===== config.mk =====
export PLATFORM = sky130hd
export DESIGN_NAME = pdr_port_direction
export DESIGN_NICKNAME = d
export VERILOG_FILES = /design/src/logic/pdr_dir_reg.v /design/src/logic/pdr_port_direction.v
export VERILOG_INCLUDE_DIRS = /design/src /design/src/common
export SDC_FILE = /design/constraint.sdc
export NUM_CORES = 1
export LEC_CHECK = 0
export BUFFER_PORTS_ARGS = -buffer_cell sky130_fd_sc_hd__clkbuf_2
export CORE_UTILIZATION = 48
export DETAILED_ROUTE_END_ITERATION = 8
export PLACE_DENSITY = 0.84
export SETUP_SLACK_MARGIN = 0.2
export SYNTH_ARGS = -nofsm -noshare
export SYNTH_HDL_FRONTEND = slang
export SYNTH_SLANG_ARGS = --single-unit
export TNS_END_PERCENT = 30

===== constraint.sdc =====
create_clock -name aclk -period 2.4 [get_ports aclk]
set_input_delay 0.48 -clock aclk [delete_from_list [all_inputs] [get_ports aclk]]
set_output_delay 0.48 -clock aclk [all_outputs]
set_load 0.01 [all_outputs]

===== src/common/pdr_defs.vh =====
// Constants for the port direction register block.
// Assumes inclusion by bare name from the design files.
`ifndef PDR_DEFS_VH
`define PDR_DEFS_VH

// ----------------------------------------------------------------------
// Register indices (byte address is index shifted left by PDR_ADDR_LSB)
// ----------------------------------------------------------------------
// Printed offset FF21H is not a multiple of four, so FF20H and FF21H are
// register indices and the byte address is four times the index.
`define PDR_PORT0_DIR_INDEX  16'hFF20
`define PDR_PORT1_DIR_INDEX  16'hFF21
`define PDR_BIT_OP_INDEX     16'hFF28
`define PDR_ADDR_LSB         2
`define PDR_INDEX_W          16

// ----------------------------------------------------------------------
// Reset values and fixed bits
// ----------------------------------------------------------------------
`define PDR_DIR_RESET        8'hFF
`define PDR_PORT0_FIXED      8'hFC
`define PDR_PORT0_PINS       2
`define PDR_PORT1_PINS       8

// ----------------------------------------------------------------------
// Single-bit operation word fields
// ----------------------------------------------------------------------
`define PDR_OP_BIT_LSB       0
`define PDR_OP_BIT_MSB       2
`define PDR_OP_VALUE_BIT     3
`define PDR_OP_REG_BIT       4

// ----------------------------------------------------------------------
// AXI responses
// ----------------------------------------------------------------------
`define PDR_RESP_OKAY        2'h0
`define PDR_RESP_SLVERR      2'h2

`endif


===== src/logic/pdr_dir_reg.v =====
// One eight-bit port direction register with byte and single-bit writes.
// Assumes the caller decodes the address and raises one write at a time.
`timescale 1ns/1ps
`default_nettype none
`include "pdr_defs.vh"

module pdr_dir_reg #(
  parameter [7:0] FIXED_ONES = 8'h00
) (
  input  wire       aclk,
  input  wire       aresetn,
  input  wire       byte_we,
  input  wire [7:0] byte_data,
  input  wire       bit_we,
  input  wire [2:0] bit_sel,
  input  wire       bit_value,
  output reg  [7:0] dir
);

  always @(posedge aclk) begin
    if (!aresetn) begin
      dir <= `PDR_DIR_RESET;
    end else if (byte_we) begin
      dir <= byte_data | FIXED_ONES;
    end else if (bit_we) begin
      dir[bit_sel] <= bit_value | FIXED_ONES[bit_sel];
    end
  end

endmodule // pdr_dir_reg
`default_nettype wire


===== src/logic/pdr_port_direction.v =====
// Port direction registers for the two-pin and eight-pin ports, on AXI4-Lite.
// Assumes a single clock, synchronous active-low reset, one access at a time.
//
// Behaviour
// - Each writable direction bit independently sets its own pin to input or output.
// - Byte writes and single-bit set or clear; bit writes touch one bit.
// - Reset loads every direction register with FFH.
// - Port 0 register at FF20H uses bits 1:0, bits 7:2 read one.
// - After reset every pin of both ports is an input.
//
// Local design decision: the AXI4-Lite register port.
`timescale 1ns/1ps
`default_nettype none
`include "pdr_defs.vh"

module pdr_port_direction (
  input  wire        aclk,
  input  wire        aresetn,
  input  wire [17:0] s_axi_awaddr,
  input  wire        s_axi_awvalid,
  output reg         s_axi_awready,
  input  wire [31:0] s_axi_wdata,
  input  wire [3:0]  s_axi_wstrb,
  input  wire        s_axi_wvalid,
  output reg         s_axi_wready,
  output reg  [1:0]  s_axi_bresp,
  output reg         s_axi_bvalid,
  input  wire        s_axi_bready,
  input  wire [17:0] s_axi_araddr,
  input  wire        s_axi_arvalid,
  output reg         s_axi_arready,
  output reg  [31:0] s_axi_rdata,
  output reg  [1:0]  s_axi_rresp,
  output reg         s_axi_rvalid,
  input  wire        s_axi_rready,
  output reg  [1:0]  port0_oe_n,
  output reg  [7:0]  port1_oe_n
);

  // ----------------------------------------------------------------------
  // Address decode
  // ----------------------------------------------------------------------
  function [1:0] pdr_decode;
    input [17:0] addr;
    reg   [15:0] idx;
    begin
      idx = addr[17:`PDR_ADDR_LSB];
      if (idx == `PDR_PORT0_DIR_INDEX) begin
        pdr_decode = 2'h1;
      end else if (idx == `PDR_PORT1_DIR_INDEX) begin
        pdr_decode = 2'h2;
      end else if (idx == `PDR_BIT_OP_INDEX) begin
        pdr_decode = 2'h3;
      end else begin
        pdr_decode = 2'h0;
      end
    end
  endfunction

  // ----------------------------------------------------------------------
  // Response and read data selection
  // ----------------------------------------------------------------------
  // Unmapped addresses answer with an error, so a stray pointer in software
  // shows up at once instead of silently doing nothing.
  function [1:0] pdr_resp;
    input [1:0] sel;
    begin
      if (sel == 2'h0) begin
        pdr_resp = `PDR_RESP_SLVERR;
      end else begin
        pdr_resp = `PDR_RESP_OKAY;
      end
    end
  endfunction

  // Only the low byte carries a register; the upper lanes always read zero.
  // The bit-operation word is write-only and reads as zero like a hole.
  function [31:0] pdr_read_word;
    input [1:0] sel;
    input [7:0] p0;
    input [7:0] p1;
    begin
      case (sel)
        2'h1:    pdr_read_word = {24'h000000, p0};
        2'h2:    pdr_read_word = {24'h000000, p1};
        default: pdr_read_word = 32'h00000000;
      endcase
    end
  endfunction

  // ----------------------------------------------------------------------
  // Write channel
  // ----------------------------------------------------------------------
  // Address and data are latched independently so either may come first.
  // Ready is offered as a one-cycle pulse and withheld while a response is
  // pending, so a second request can never overtake an uncollected answer.
  // A bit operation names its port in bit 4, so one word reaches only one port.
  reg        aw_held;
  reg [17:0] aw_addr;
  reg        w_held;
  reg [31:0] w_data;
  reg [3:0]  w_strb;

  wire       do_write  = aw_held && w_held && !s_axi_bvalid;
  wire [1:0] wsel      = pdr_decode(aw_addr);
  wire       lane0     = w_strb[0];
  wire       p0_byte   = do_write && (wsel == 2'h1) && lane0;
  wire       p1_byte   = do_write && (wsel == 2'h2) && lane0;
  wire       op_we     = do_write && (wsel == 2'h3) && lane0;
  wire       p0_bit    = op_we && !w_data[`PDR_OP_REG_BIT];
  wire       p1_bit    = op_we && w_data[`PDR_OP_REG_BIT];
  wire [2:0] op_sel    = w_data[`PDR_OP_BIT_MSB:`PDR_OP_BIT_LSB];
  wire       op_val    = w_data[`PDR_OP_VALUE_BIT];

  always @(posedge aclk) begin
    if (!aresetn) begin
      aw_held       <= 1'b0;
      aw_addr       <= 18'h00000;
      w_held        <= 1'b0;
      w_data        <= 32'h00000000;
      w_strb        <= 4'h0;
      s_axi_awready <= 1'b0;
      s_axi_wready  <= 1'b0;
      s_axi_bvalid  <= 1'b0;
      s_axi_bresp   <= `PDR_RESP_OKAY;
    end else begin
      s_axi_awready <= !aw_held && !s_axi_awready && !s_axi_bvalid;
      s_axi_wready  <= !w_held && !s_axi_wready && !s_axi_bvalid;
      if (s_axi_awvalid && s_axi_awready) begin
        aw_held <= 1'b1;
        aw_addr <= s_axi_awaddr;
        s_axi_awready <= 1'b0;
      end
      if (s_axi_wvalid && s_axi_wready) begin
        w_held <= 1'b1;
        w_data <= s_axi_wdata;
        w_strb <= s_axi_wstrb;
        s_axi_wready <= 1'b0;
      end
      if (do_write) begin
        aw_held      <= 1'b0;
        w_held       <= 1'b0;
        s_axi_bvalid <= 1'b1;
        s_axi_bresp  <= pdr_resp(wsel);
      end else if (s_axi_bvalid && s_axi_bready) begin
        s_axi_bvalid <= 1'b0;
      end
    end
  end

  // ----------------------------------------------------------------------
  // Direction registers
  // ----------------------------------------------------------------------
  wire [7:0] port0_dir;
  wire [7:0] port1_dir;

  pdr_dir_reg #(
    .FIXED_ONES (`PDR_PORT0_FIXED)
  ) u_port0 (
    .aclk      (aclk),
    .aresetn   (aresetn),
    .byte_we   (p0_byte),
    .byte_data (w_data[7:0]),
    .bit_we    (p0_bit),
    .bit_sel   (op_sel),
    .bit_value (op_val),
    .dir       (port0_dir)
  );

  pdr_dir_reg #(
    .FIXED_ONES (8'h00)
  ) u_port1 (
    .aclk      (aclk),
    .aresetn   (aresetn),
    .byte_we   (p1_byte),
    .byte_data (w_data[7:0]),
    .bit_we    (p1_bit),
    .bit_sel   (op_sel),
    .bit_value (op_val),
    .dir       (port1_dir)
  );

  // ----------------------------------------------------------------------
  // Pin enables
  // ----------------------------------------------------------------------
  // Output enables are registered, so a pin turns one cycle after its bit.
  // Port 0 drives only two pins; its fixed upper bits have no pin behind them.
  always @(posedge aclk) begin
    if (!aresetn) begin
      port0_oe_n <= 2'h3;
      port1_oe_n <= `PDR_DIR_RESET;
    end else begin
      port0_oe_n <= port0_dir[`PDR_PORT0_PINS-1:0];
      port1_oe_n <= port1_dir;
    end
  end

  // ----------------------------------------------------------------------
  // Read channel
  // ----------------------------------------------------------------------
  wire [1:0] rsel = pdr_decode(s_axi_araddr);

  always @(posedge aclk) begin
    if (!aresetn) begin
      s_axi_arready <= 1'b0;
      s_axi_rvalid  <= 1'b0;
      s_axi_rdata   <= 32'h00000000;
      s_axi_rresp   <= `PDR_RESP_OKAY;
    end else begin
      s_axi_arready <= !s_axi_arready && !s_axi_rvalid;
      if (s_axi_arvalid && s_axi_arready) begin
        s_axi_arready <= 1'b0;
        s_axi_rvalid  <= 1'b1;
        s_axi_rresp   <= pdr_resp(rsel);
        s_axi_rdata   <= pdr_read_word(rsel, port0_dir, port1_dir);
      end else if (s_axi_rvalid && s_axi_rready) begin
        s_axi_rvalid <= 1'b0;
      end
    end
  end

endmodule // pdr_port_direction
`default_nettype wire


# Word-level counts from Yosys, hierarchy flattened
# Memories as Yosys holds them, arrays and structs flattened. A register that Yosys moved wholly into a read port is not among the register bits.
# Index checks and enable logic that the tools add are counted.
op_classes:
  n_lt_le_gt_ge: 2
  n_eq_ne: 11
  mux: 27
  bitwise: 3
  reduce_logical: 40
op_table:
  columns: ["op", "n"]
  rows:
  - ["16-bit == test, second input constant", 6]
  - ["1-bit logical AND", 21]
  - ["2-bit two-way mux", 10]
  - ["8-bit bitwise mux", 2]
  - ["8-bit two-way mux", 2]
  - ["8-bit case mux with 2 select lines", 1]
  - ["3-bit two-way mux", 4]
  - ["2-bit OR reduction", 5]
  - ["1-bit zero test", 8]
  - ["2-bit nonzero test", 4]
  - ["1-bit two-way mux", 7]
  - ["2-bit == test, second input constant", 3]
  - ["2-bit by 1-bit == test with 1-bit output, second input constant", 2]
  - ["2-bit zero test", 2]
  - ["3-bit by 4-bit < comparator with 1-bit output, second input constant", 1]
  - ["1-bit demux with 3-bit select", 1]
  - ["3-bit by 1-bit greater-or-equal comparator with 1-bit output, second input constant", 1]
  - ["1-bit OR", 2]
  - ["1-bit inverter", 1]
word_totals:
  register_bits: 96
  romBits: 16
  inputBits: 79
  output_inout_bits: 51
  word_cells: 103
  memories: 2
memory_table:
  columns: ["memory", "words", "width", "read_ports", "rd_ports_with_merged_regs", "write_ports", "line_no", "text"]
  rows:
  - ["(name not given)", 8, 1, 1, 1, 0, "pdr_dir_reg.v:26", "dir[bit_sel] <= bit_value | FIXED_ONES[bit_sel];"]
  - ["(name not given)", 8, 1, 1, 1, 0, "pdr_dir_reg.v:26", null]

# Longest topological paths before layout
# Gate-level depths: netlist (run 1).
logic_depth:
  depth_word: 10
  ltp_mapped: 7
  depth_no_buf: 5

# Hierarchy
# A second synthesis (run 1) with hierarchy kept.
unflattened:
  cells_unflattened: 322
  hier_area_um2: 3000.4
by_module_without_submodules:
  columns: ["module", "n_inst", "cells_each", "area_per_inst_um2", "seq_area_each_um2"]
  rows:
  - ["pdr_port_direction", 1, 245, 2180.8, 1041.0]
  - ["pdr_dir_reg at u_port1", 1, 45, 489.2, 160.2]
  - ["pdr_dir_reg at u_port0", 1, 32, 330.3, 160.2]

# Least setup slack after synthesis (run 1)
# No wires, ideal clock.
synth_timing:
  path_type: "input to register"
  start: "input s_axi_araddr[9]"
  end: "register s_axi_rdata[0]"
  setup_time_ns: 0.059
  arrival_time_ns: 1.750
  t_required_ns: 2.341
  path_slack_ns: 0.590
  cell_stages: 5
  n_path_buf: 0
  cell_sequence: "or4_1 nor4_1 nand2b_1 o21ai_0 and2_1"
synth_between:
  elab_chain_cells: 6
  word_cells_on_any_way: 9
  classes_between: "eq/ne: 5; mux: 4"
synth_lines:
  columns: ["element", "line_no", "text"]
  rows:
  - ["start, declared", "pdr_port_direction.v:29", "input wire [17:0] s_axi_araddr,"]
  - ["16-bit == test (no source line)", null, null]
  - ["2-bit two-way mux", "pdr_port_direction.v:52", "end else if (idx == `PDR_BIT_OP_INDEX) begin"]
  - ["2-bit two-way mux", "pdr_port_direction.v:50", "end else if (idx == `PDR_PORT1_DIR_INDEX) begin"]
  - ["2-bit two-way mux *", "pdr_port_direction.v:48", "if (idx == `PDR_PORT0_DIR_INDEX) begin"]
  - ["2-bit == test or 2-bit by 1-bit == test with 1-bit output (tied branches)", "pdr_port_direction.v:83", "case (sel)"]
  - ["8-bit case mux with 2 select lines *", "pdr_port_direction.v:83", null]
  - ["end signal, assigned", "pdr_port_direction.v:215", "s_axi_rdata <= pdr_read_word(rsel, port0_dir, port1_dir);"]
  - ["end, declared", "pdr_port_direction.v:32", "output reg [31:0] s_axi_rdata,"]
# Mark *: on every way between the ends. The rest lies on a longest branch, timed or not.
# A chain may end at the register's enable or synchronous reset.

# Worst setup path after layout (run 1)
layout_timing:
  start: "register s_axi_bvalid"
  end: "register u_port1.dir[4]"
layout_between:
  elab_chain_cells: 6
  word_cells_on_any_way: 9
  classes_between: "mux: 1; reduce/logical: 8"
layout_lines:
  columns: ["element", "line_no", "text"]
  rows:
  - ["start, declared", "pdr_port_direction.v:27", "output reg s_axi_bvalid,"]
  - ["start signal, assigned", "pdr_port_direction.v:124", "s_axi_bvalid <= 1'b0;"]
  - ["start signal, assigned", "pdr_port_direction.v:143", "s_axi_bvalid <= 1'b1;"]
  - ["start signal, assigned", "pdr_port_direction.v:146", "s_axi_bvalid <= 1'b0;"]
  - ["1-bit zero test *", "pdr_port_direction.v:104", "wire do_write = aw_held && w_held && !s_axi_bvalid;"]
  - ["1-bit logical AND *", "pdr_port_direction.v:104", null]
  - ["1-bit logical AND (2 in series)", "pdr_port_direction.v:109", "wire op_we = do_write && (wsel == 2'h3) && lane0;"]
  - ["1-bit logical AND", "pdr_port_direction.v:111", "wire p1_bit = op_we && w_data[`PDR_OP_REG_BIT];"]
  - ["2-bit nonzero test (no source line)", null, null]
  - ["end signal, assigned", "pdr_dir_reg.v:22", "dir <= `PDR_DIR_RESET;"]
  - ["end signal, assigned", "pdr_dir_reg.v:24", "dir <= byte_data | FIXED_ONES;"]
  - ["end signal, assigned by index", "pdr_dir_reg.v:26", null]
  - ["end, declared", "pdr_dir_reg.v:17", "output reg [7:0] dir"]
# Marks and branches as above.

==> results of run 1 <==
[state kept, by name, indices dropped and copies added, names as in the netlist, named ones only]
signal / cells
aw_addr: 16
aw_held: 1
port0_oe_n: 2
port1_oe_n: 8
s_axi_arready: 1
s_axi_awready: 1
s_axi_bresp: 1
s_axi_bvalid: 1
s_axi_rdata: 8
s_axi_rresp: 1
s_axi_rvalid: 1
s_axi_wready: 1
u_port0.dir: 8
u_port1.dir: 8
w_data: 8
w_held: 1
w_strb: 1
[per-layer routing]
| metal | GRT usage [%] | wire, um |
|---|---|---|
| met4 | 5.855 | 46 |
| met5 | 0 | 0 |
| met2 | 32.86 | 3065 |
| met3 | 6.330 | 417 |
| met1 | 23.47 | 2874 |
[cell families (layout without fill, tap and decap cells)]
logic type | count (synthesis) | after routing
simple gates | 168 | 168
compound gates | 76 | 76
flops | 69 | 69
buf+inv | 47 | 95
mux | 13 | 13
other cells | 1 | 26
xor+xnor | 1 | 1
[cells in the mapped netlist, types with 2 or more instances]
| cell type | n |
|---|---|
| or2b_1 | 2 |
| nor3_1 | 3 |
| nand2b_1 | 14 |
| nor4_1 | 7 |
| nor3b_1 | 5 |
| and4b_1 | 2 |
| nor2_1 | 5 |
| o21ai_1 | 2 |
| buf_4 | 26 |
| o211ai_2 | 2 |
| and3_1 | 5 |
| a31oi_1 | 4 |
| nand3_1 | 4 |
| buf_6 | 2 |
| o22a_2 | 2 |
| nor2b_1 | 4 |
| and4_1 | 3 |
| nand4_1 | 6 |
| a21boi_0 | 28 |
| a21oi_2 | 2 |
| and2_1 | 11 |
| nand2_1 | 87 |
| or2_2 | 2 |
| mux2i_1 | 12 |
| a21oi_1 | 14 |
| a31o_1 | 2 |
| clkbuf_1 | 15 |
| o21ai_0 | 19 |
| dfxtp_1 | 69 |
| inv_1 | 3 |
| and3b_1 | 3 |
[power breakdown]
part | internal (W) | switching [W] | leakage (nW)
logic | 0.0000779 | 0.000106 | 0.887
registers | 0.00118 | 0.0000318 | 0.561
clock network | 0.000589 | 0.000455 | 0.110
total | 0.00184 | 0.000593 | 1.56
[through the flow]
| step | total power [W] | util, % | instances | hold slack (ns) | area, um2 |
|---|---|---|---|---|---|
| global route | 0.002549 | 58.09 | 525 | 0.3505 | 3710 |
| detailed placement | 0.001419 | 54.60 | 509 | 0.4512 | 3487 |
| CTS | 0.002462 | 58.09 | 525 | 0.3427 | 3710 |
| global placement | 0.001413 | 54.60 | 509 | 0.4363 | 3487 |
| finish | 0.002436 | 58.09 | 525 | 0.3562 | 3710 |
| floorplan | 0.001378 | - | 400 | 0.4242 | 3279 |
[worst max-delay path: stages, from the launching register on]
cell and delay, ns:
dfxtp_1 0.34, and3b_1 0.41, nand4_1 0.21, nor2_1 0.53
a31oi_1 0.17, a31oi_1 0.19
[how the worst max path moves through the flow]
stage	start	to	slack [ns]
2_1_floorplan	s_axi_araddr[9]	s_axi_rdata[0]	0.59
3_5_place_dp	s_axi_araddr[9]	s_axi_rdata[0]	0.25
4_1_cts	s_axi_bvalid	u_port1.dir[4]	0.50
5_1_grt	aw_addr[2]	u_port0.dir[6]	0.34
3_3_place_gp	s_axi_araddr[9]	s_axi_rdata[7]	0.33
6_report	s_axi_bvalid	u_port1.dir[4]	0.47
[area by class of cell]
type / instances / area [um2]
clock buffer: 9 / 123.9
inverter: 3 / 11.26
sequential: 69 / 1381
clock inverter: 7 / 98.84
fill: 578 / 2676
tap: 77 / 96.34
timing repair buffer: 76 / 390.4
multi-input combinational: 284 / 1608
==> key figures, run 1 <==
STA
  – Endpoints failing setup: 0
  – Final Max Tran Viols: 0
  – Slew @ Worst Pin: 0.6205 ns
  – Maximum clock frequency: 0.5185 GHz
  – Final min period: 1.929 ns
  – Final Skew: roughly 0.0065 ns
  – Fin Setup TNS: 0 ns
  – Hold Fails Final Rpt: 0
  – RSZ-0062 raised after global routing: no
  – Relative slew slack: 58.64%
  – Fin crit share: 80.36%
  – Worst Setup Slack, final: 0.4714 ns

Placement
  – Detail Placement HPWL: 4.735 mm
  – Pre-CTS setup slack: 0.2549 ns
  – GP Congestion: between 0.9 and 1
  – Port Buffers: 72

Die
  – Rows: 29
  – Area of the core: 0.006386 mm2
  – Height of the die: between 80 and 90 um
  – Die Span X: 83.47 um
  – Initial Utilization: 49.88%
  – Die Area: ~0.0070 mm2
  – IO Pins: 130

Drt
  – Vias per cell: 5.128
  – Routed vias: 2692
  – Initial DRC Count: between 100 and 150
  – DRC: 0
  – Pre-antenna DRT Iters: 4
  – Final wirelength: 6.404 mm
  – Wire per inst: between 10 and 15 um
  – Antenna Nets Post-Route: 0

Cells and area
  – N_diodes: 0
  – Area Overhead vs Synth: 16.46%
  – Share of cells above drive strength 1: 22.99%
  – # nets final: 522
  – Most common cell after layout, fill and taps aside: nand2_1
  – Most frequent cells in the layout: 87 x nand2_1, 72 x clkbuf_2, 69 x dfxtp_1

Global routing
  – Total track usage: 19.40%
  – Initial antenna violation count: 0
  – Congestion Overflow GR: 0
  – Largest net degree at the start of global routing: 40
  – First-pass GRT wire length: 10.96 mm
  – Number of global-route vias before repair: 2461

Clock network
  – Clock Latency Late Sink: about 0.35 ns
  – CTS tree: yes
  – Clock Sinks: 69
  – Clock buffer depth: 2
  – CTS H-tree depth: 3
  – Total CTS buffers: 9
  – Setup repair bufs after CTS: 0
  – Clock slew at reported path FFs: 0.08 ns
  – Hold buffers post-CTS: 0
  – CTS Root Cell: clkbuf_8
  – Post_cts resized: 0

Synth
  – Area leader, netlist: dfxtp_1
  – Yosys warnings: 0
  – Post-synth EDFFs: 0
  – Yosys cell types: 41
  – Synth Flop Type: dfxtp_1
  – Adder-cell area share of the yosys netlist: 0%
  – Synth Cell Area: 0.003186 mm2
  – Compound-Gate Fraction of Synth Area: 15.63%
  – Seq/Total Area, Yosys: between 40% and 50%
  – Synth top area cells: dfxtp_1 43%, nand2_1 10%, a21boi_0 6.6%
  – Simple-Gate Fraction of Synth Area: 27.38%
  – Mean Syn Cell Area: between 8 and 9 um2
  – Mux cell area share after synthesis: 4.124%
  – Gate Count Post-Synth: 375
  – Xor/xnor cell area share of the yosys netlist: 0.2749%
  – Register bit total from synthesis: 69
  – Top cell type's share of synthesized area: 43.36%
  – FFs w/ async S/R, synth: 0%
  – Main combinational cell family by area after synthesis: simple AND/OR/NAND/NOR gates

Hold path
  – Hold_sp: s_axi_awaddr[6]
  – Hold EP: aw_addr[6]
  – Hold Path Class: input port to flip-flop
  – WHS Path Cells: 3

Setup path
  – Reg-to-Reg End: u_port1.dir[4]
  – CP Capture Type: flip-flop
  – R2r worst-path depth: 5
  – Crit path arrival time: 2.20 ns
  – Worst EP required: 2.67 ns
  – Reg2reg start: s_axi_bvalid
  – Critical Path Start Type: flip-flop
  – R2R setup slack: 0.47 ns
  – Crit-path max FO: 9
  – Kind of critical path: flip-flop to flip-flop

Pwr
  – Peak VDD IR: 0.4730 mV
  – Static leakage: roughly 1.6 nW
  – Pwr Density: 656.7 mW/mm2

Job
  – Max cap viols: 0

Outcome
  – Run status: finished clean
Note: power is estimated with default switching activity, not from simulation.
==> inputs of run 2 (changes only) <==
- CORE_UTILIZATION: 48 -> 43
- PLACE_DENSITY: 0.84 -> 0.79
- clock period: 2.4 -> 1.7 ns (I/O delays scaled with it)
==> key figures, run 2 (synthesis gave the netlist of run 1 again) <==
Placement
  – Post-Place Cell Area: 0.003695 mm2
  – Port Buffers: just over 70
  – Detail Placement HPWL: 5.245 mm
  – GP Congestion: 0.8534
  – Pre-CTS setup slack: -0.2950 ns

Clock network
  – Total CTS buffers: 9
  – Clock Latency Late Sink: 0.35 ns
  – Clock slew at reported path FFs: 0.07 ns
  – CTS H-tree depth: 3
  – CTS tree: yes
  – Clock buffer depth: 2
  – Clock Sinks: a little under 70
  – CTS Root Cell: clkbuf_8

Drt
  – Wire per inst: 12.39 um
  – Final wirelength: 7.123 mm
  – Antenna Nets Post-Route: 0
  – DRC: 0
  – Initial DRC Count: between 100 and 150
  – Vias per cell: 4.807
  – Pre-antenna DRT Iters: 4
  – Routed vias: ~2800

Pwr
  – Net Sw Frac: 22.99%
  – Pwr Density: 888.7 mW/mm2
  – Flop pwr share: 46.6%
  – Combinational Power Share: 8.6%
  – Clock share of power: 44.8%
  – Cell internal pwr: 0.002810 W
  – Static leakage: 1.736 nW
  – Switching Power: 0.0008389 W
  – Peak VDD IR: between 0.5 and 0.6 mV

Cells and area
  – Final Cell Area: 0.004106 mm2
  – Fin util: 56.92%
  – Number of flip-flops under the largest register name: 16
  – Most common cell after layout, fill and taps aside: nand2_1
  – Most frequent cells in the layout: 87 x nand2_1, 72 x clkbuf_2, 65 x dfxtp_1
  – N_diodes: 0
  – Share of cells above drive strength 1: between 30% and 40%
  – Fillers: 674
  – Biggest register: aw_addr
  – # nets final: 550
  – Area Overhead vs Synth: 28.91%

STA
  – Maximum clock frequency: 0.5944 GHz
  – RSZ-0062 raised after global routing: yes
  – Endpoints failing setup: 0
  – Slew @ Worst Pin: approximately 0.52 ns
  – Relative slew slack: 65.11%
  – Hold Fails Final Rpt: 0
  – Final Max Tran Viols: 0
  – Final min period: ~1.7 ns
  – Worst Setup Slack, final: ~0.018 ns
  – Fin crit share: 98.96%
  – Fin Hold WS: 0.2105 ns
  – Final Skew: 0.005572 ns

Setup path
  – Crit path top cell by count: buf_6
  – Cells along the critical path: nor4b_4 > nand4_1 > buf_6 > buf_6 > nor4_4 > mux2i_1 > nand2_1
  – Kind of critical path: flip-flop to flip-flop
  – Slowest-stage cell, CP: nor4b_4
  – Crit path arrival time: roughly 1.9 ns
  – CP Capture Type: flip-flop
  – Crit-path max FO: 5
  – R2r worst-path depth: 7
  – R2R setup slack: 0.02 ns
  – Reg-to-Reg End: u_port0.dir[2]
  – CP peak stage delay: about 0.36 ns
  – Worst EP required: 1.95 ns
  – Reg2reg start: aw_addr[3]
  – Critical Path Start Type: flip-flop
  – Crit path from: aw_addr[3]

Global routing
  – Number of global-route vias before repair: roughly 2600
  – Initial antenna violation count: 0
  – Total track usage: 19.90%
  – Largest net degree at the start of global routing: 29
  – Congestion Overflow GR: 0
  – First-pass GRT wire length: about 12 mm

Die
  – Initial Utilization: 44.16%
  – IO Pins: 130
  – Die Area: 0.007756 mm2
  – Rows: 31
  – Height of the die: 88.07 um
  – Die Span X: 88.07 um
  – Area of the core: a little over 0.007 mm2

Outcome
  – Run status: finished clean

Hold path
  – Hold EP: aw_addr[4]
  – Hold Path Class: input port to flip-flop
  – Hold_sp: s_axi_awaddr[4]
  – WHS Path Cells: 3

Job
  – Max cap viols: 0
-- run 2: layout make-up --
| class | instances | area [um2] | area share (%) |
|---|---|---|---|
| tap | 99 | 123.9 | 3.016 |
| timing repair buffer | 104 | 611.8 | 14.90 |
| inverter | 3 | 11.26 | 0.2742 |
| multi-input combinational | 284 | 1725 | 42.02 |
| clock buffer | 10 | 137.6 | 3.352 |
| sequential | 69 | 1386 | 33.76 |
| clock inverter | 6 | 110.1 | 2.681 |
-- run 2: worst max-delay path by stage --
stage,to,slack (ns),cells after the start
global route,u_port0.dir[2],-0.1,7
floorplan,u_port0.dir[0],-0.06,7
finish,u_port0.dir[2],0.02,7
CTS,u_port0.dir[3],0.05,5
global placement,s_axi_rdata[4],-0.23,6
detailed placement,s_axi_rdata[3],-0.29,6
-- run 2: critical path, delay by kind of cell (launching register included) --
| kind | cells | cell delay, ns |
|---|---|---|
| buffers and inverters | 2 | 0.28 |
| DFF | 1 | 0.34 |
| muxes | 1 | 0.22 |
| and+or+nand+nor | 4 | 0.74 |
-- run 2: repair_timing --
item,CTS,global route
gates cloned,0,0
buffers inserted,4,1
endpoints found under the setup margin,24,24
hold buffers,0,0
resized for setup,15,16
pin swaps,7,6
-- run 2: stage by stage --
step,TNS [ns],instances,total power [W]
final,0,575,0.003649
after global routing,-0.3582,575,0.003795
after CTS,0,574,0.003657
after detailed placement,-2.540,554,0.002035
after global placement,-1.914,554,0.002025
after floorplan,-0.3379,400,0.001946
-- run 2: power by group through the flow --
stage / registers, W / clock network (W) / logic (W)
CTS: 0.00170 / 0.00165 / 0.000310
detailed placement: 0.00173 / 0 / 0.000300
global route: 0.00171 / 0.00173 / 0.000356
floorplan: 0.00173 / 0 / 0.000217
global placement: 0.00173 / 0 / 0.000292
finish: 0.00170 / 0.00163 / 0.000315
-- run 2: routing by layer --
layer / part of all wire (%) / track usage [%] / vias up
met5: 0 / 0 / -
met4: 1.2 / 6.012 / 0
met3: 6.5 / 7.069 / 12
met2: 49 / 34.95 / 88
met1: 43 / 22.67 / 1247
li1: - / - / 1417
==> inputs of run 3 (changes only) <==
- ABC_AREA: not set -> 1
- BUFFER_PORTS_ARGS: -buffer_cell sky130_fd_sc_hd__clkbuf_2 -> -buffer_cell sky130_fd_sc_hd__buf_4
- CORE_UTILIZATION: 43 -> 44
- PLACE_DENSITY: 0.79 -> 0.81
==> key figures, run 3 <==
Global routing
  – Busiest grt layer: met2
  – First-pass GRT wire length: 11.50 mm
  – Total track usage: 19.47%
  – GR Util met3: about 3.7%
  – Initial antenna violation count: 0
  – Grt met1 use: 21.17%
  – Congestion Overflow GR: 0
  – Largest net degree at the start of global routing: 30
  – Met2 Resource Use GR: 36.22%
  – Number of global-route vias before repair: 2710

STA
  – Worst Setup Slack, final: 0.1646 ns
  – Fin Setup TNS: 0 ns
  – Maximum clock frequency: around 0.65 GHz
  – Relative slew slack: between 60% and 70%
  – Final Skew: 0.01094 ns
  – Slew @ Worst Pin: 0.5469 ns
  – Final min period: roughly 1.5 ns
  – Fin Hold WS: about 0.24 ns
  – Final Max Tran Viols: 0
  – Hold Fails Final Rpt: 0
  – Endpoints failing setup: 0
  – RSZ-0062 raised after global routing: yes
  – Fin crit share: 90.32%

Die
  – Height of the die: 87.51 um
  – IO Pins: 130
  – Area of the core: between 0.006 and 0.007 mm2
  – Initial Utilization: 46.32%
  – Die Span X: around 88 um
  – Rows: 30
  – Die Area: around 0.0077 mm2

Clock network
  – Total CTS buffers: 9
  – Clock buffer depth: 2
  – Clock Latency Late Sink: between 0.3 and 0.4 ns
  – Clock Sinks: 69
  – CTS H-tree depth: 3
  – Hold buffers post-CTS: 0
  – Clock slew at reported path FFs: 0.08 ns
  – CTS tree: yes
  – CTS Root Cell: clkbuf_8

Hold path
  – Hold_sp: s_axi_rready
  – Hold EP: s_axi_rvalid
  – Hold Path Class: input port to flip-flop
  – WHS Path Cells: 4

Cells and area
  – Multi-input logic area: 0.001662 mm2
  – Most frequent cells in the layout: 90 x buf_4, 60 x dfxtp_1, 57 x nand2_1
  – Fillers: 633
  – Biggest register: aw_addr
  – Share of cells above drive strength 1: 33.59%
  – Area Overhead vs Synth: 30.61%
  – Post-route insts no fill: between 600 and 700
  – # nets final: 601
  – N_diodes: 0
  – Fin util: 60.50%
  – Most common cell after layout, fill and taps aside: buf_4
  – Register area: 0.001393 mm2
  – Number of flip-flops under the largest register name: 16

Setup path
  – R2r worst-path depth: 9
  – Reg-to-Reg End: u_port1.dir[6]
  – Crit path depth: 9
  – Worst EP required: around 1.9 ns
  – Crit-path max FO: 5
  – CP peak stage delay: ~0.33 ns
  – Critical Path Start Type: flip-flop
  – Cells along the critical path: inv_1 > nor2_1 > nand2_2 > nor2_4 > nand3_1 > nor2_4 > nand2_1 > nand2_1 > nand3_1
  – Crit path arrival time: about 1.8 ns
  – Slowest-stage cell, CP: dfxtp_2
  – Delay-heaviest family, CP: simple AND/OR/NAND/NOR gates
  – R2R setup slack: 0.16 ns
  – CP bufs+invs: 1
  – Kind of critical path: flip-flop to flip-flop
  – CP Capture Type: flip-flop
  – Reg2reg start: w_held

Drt
  – Final wirelength: 7.697 mm
  – Routed vias: 3070
  – Vias per cell: between 4 and 5
  – Antenna Nets Post-Route: 0
  – Initial DRC Count: between 100 and 150
  – Pre-antenna DRT Iters: 4
  – Wire per inst: approximately 12 um
  – DRC: 0

Synth
  – Most frequent cell after synthesis: dfxtp_1
  – Synth top area cells: dfxtp_1 43%, nand2_1 7.8%, nand3_1 6.7%
  – Mean Syn Cell Area: around 7.4 um2
  – Commonest cells post-synth: 69 x dfxtp_1, 67 x nand2_1, 53 x nor2_1
  – Post-synth EDFFs: 0
  – Yosys warnings: 0
  – Seq/Total Area, Yosys: 42.94%
  – Synth Cell Area: 0.003217 mm2
  – Top cell type's share of synthesized area: between 40 and 50%
  – Synth Flop Type: dfxtp_1
  – Yosys cell types: 31
  – Gate Count Post-Synth: 434
  – FFs w/ async S/R, synth: 0%
  – Register bit total from synthesis: 69
  – Area leader, netlist: dfxtp_1

Placement
  – GP Congestion: 0.8450
  – Pre-CTS setup slack: 0.1787 ns
  – Port Buffers: between 70 and 80
  – DP Cell Count: 596
  – Detail Placement HPWL: 5.292 mm

Outcome
  – Run status: finished clean

Pwr
  – Peak VDD IR: 0.4520 mV
  – Pwr Density: 853.0 mW/mm2
  – Static leakage: 1.878 nW

Job
  – Max cap viols: 0
-- run 3: cell count changes in the layout (fill, tap and decap cells not counted), sizes merged, moves of 28 or more --
cell,before,now
a21boi,28,0
nor2,5,58
clkbuf,82,13
buf,32,90
nand3,4,45
inv,3,33
-- run 3: worst max path at each step --
stage	from	endpoint	slack (ns)
finish	w_held	u_port1.dir[6]	0.16
floorplan	s_axi_araddr[4]	s_axi_rresp[1]	0.34
detailed placement	aw_addr[10]	u_port1.dir[0]	0.18
global route	w_held	u_port1.dir[6]	0.05
global placement	aw_addr[11]	u_port1.dir[1]	0.21
CTS	aw_addr[10]	u_port1.dir[7]	0.17
-- run 3: per-layer routing --
layer,up-vias,part of all wire (%)
met3,16,5.3
met5,-,0
li1,1565,-
met1,1373,42
met4,0,2.1
met2,116,51
-- run 3: logic make-up (layout without fill, tap and decap cells) --
logic type / Yosys count / in the layout / synth area share [%]
buffers and inverters: 74 / 141 / 11.98
AOI/OAI and AO/OA: 75 / 75 / 12.95
and+or+nand+nor: 215 / 216 / 32.01
DFF: 69 / 69 / 42.94
other: 1 / 26 / 0.1166
-- run 3: power breakdown --
group,internal (W),total (W),switching (W)
Combinational,0.000191,0.000450,0.000259
Clock,0.000796,0.00139,0.000594
Sequential,0.00170,0.00174,0.0000480
Total,0.00268,0.00358,0.000902
-- run 3: cell type report --
| class | instances | area share (%) |
|---|---|---|
| Multi-Input combinational cell | 317 | 39.55 |
| Sequential cell | 69 | 33.14 |
| Timing Repair Buffer | 90 | 16.08 |
| Clock buffer | 13 | 4.020 |
| Inverter | 34 | 3.157 |
| Tap cell | 96 | 2.859 |
| Clock inverter | 3 | 1.013 |
| Timing Repair inverter | 1 | 0.1787 |
-- run 3: timing repair --
item	4_1_cts	5_1_grt
resized for setup	3	42
endpoints found under the setup margin	7	16
gates cloned	1	1
setup buffers	2	7
pin swaps	3	15
-- run 3: worst min-delay path, stage by stage --
cell	delay [ns]
buf_4	0.07
inv_1	0.03
nand2_1	0.04
a21oi_1	0.05
-- run 3: stage by stage --
step / total power [W] / area, um2
after floorplan: 0.002057 / 3311
after global placement: 0.002181 / 3781
after detailed placement: 0.002194 / 3781
after CTS: 0.003573 / 4028
after global routing: 0.003745 / 4202
final: 0.003584 / 4202
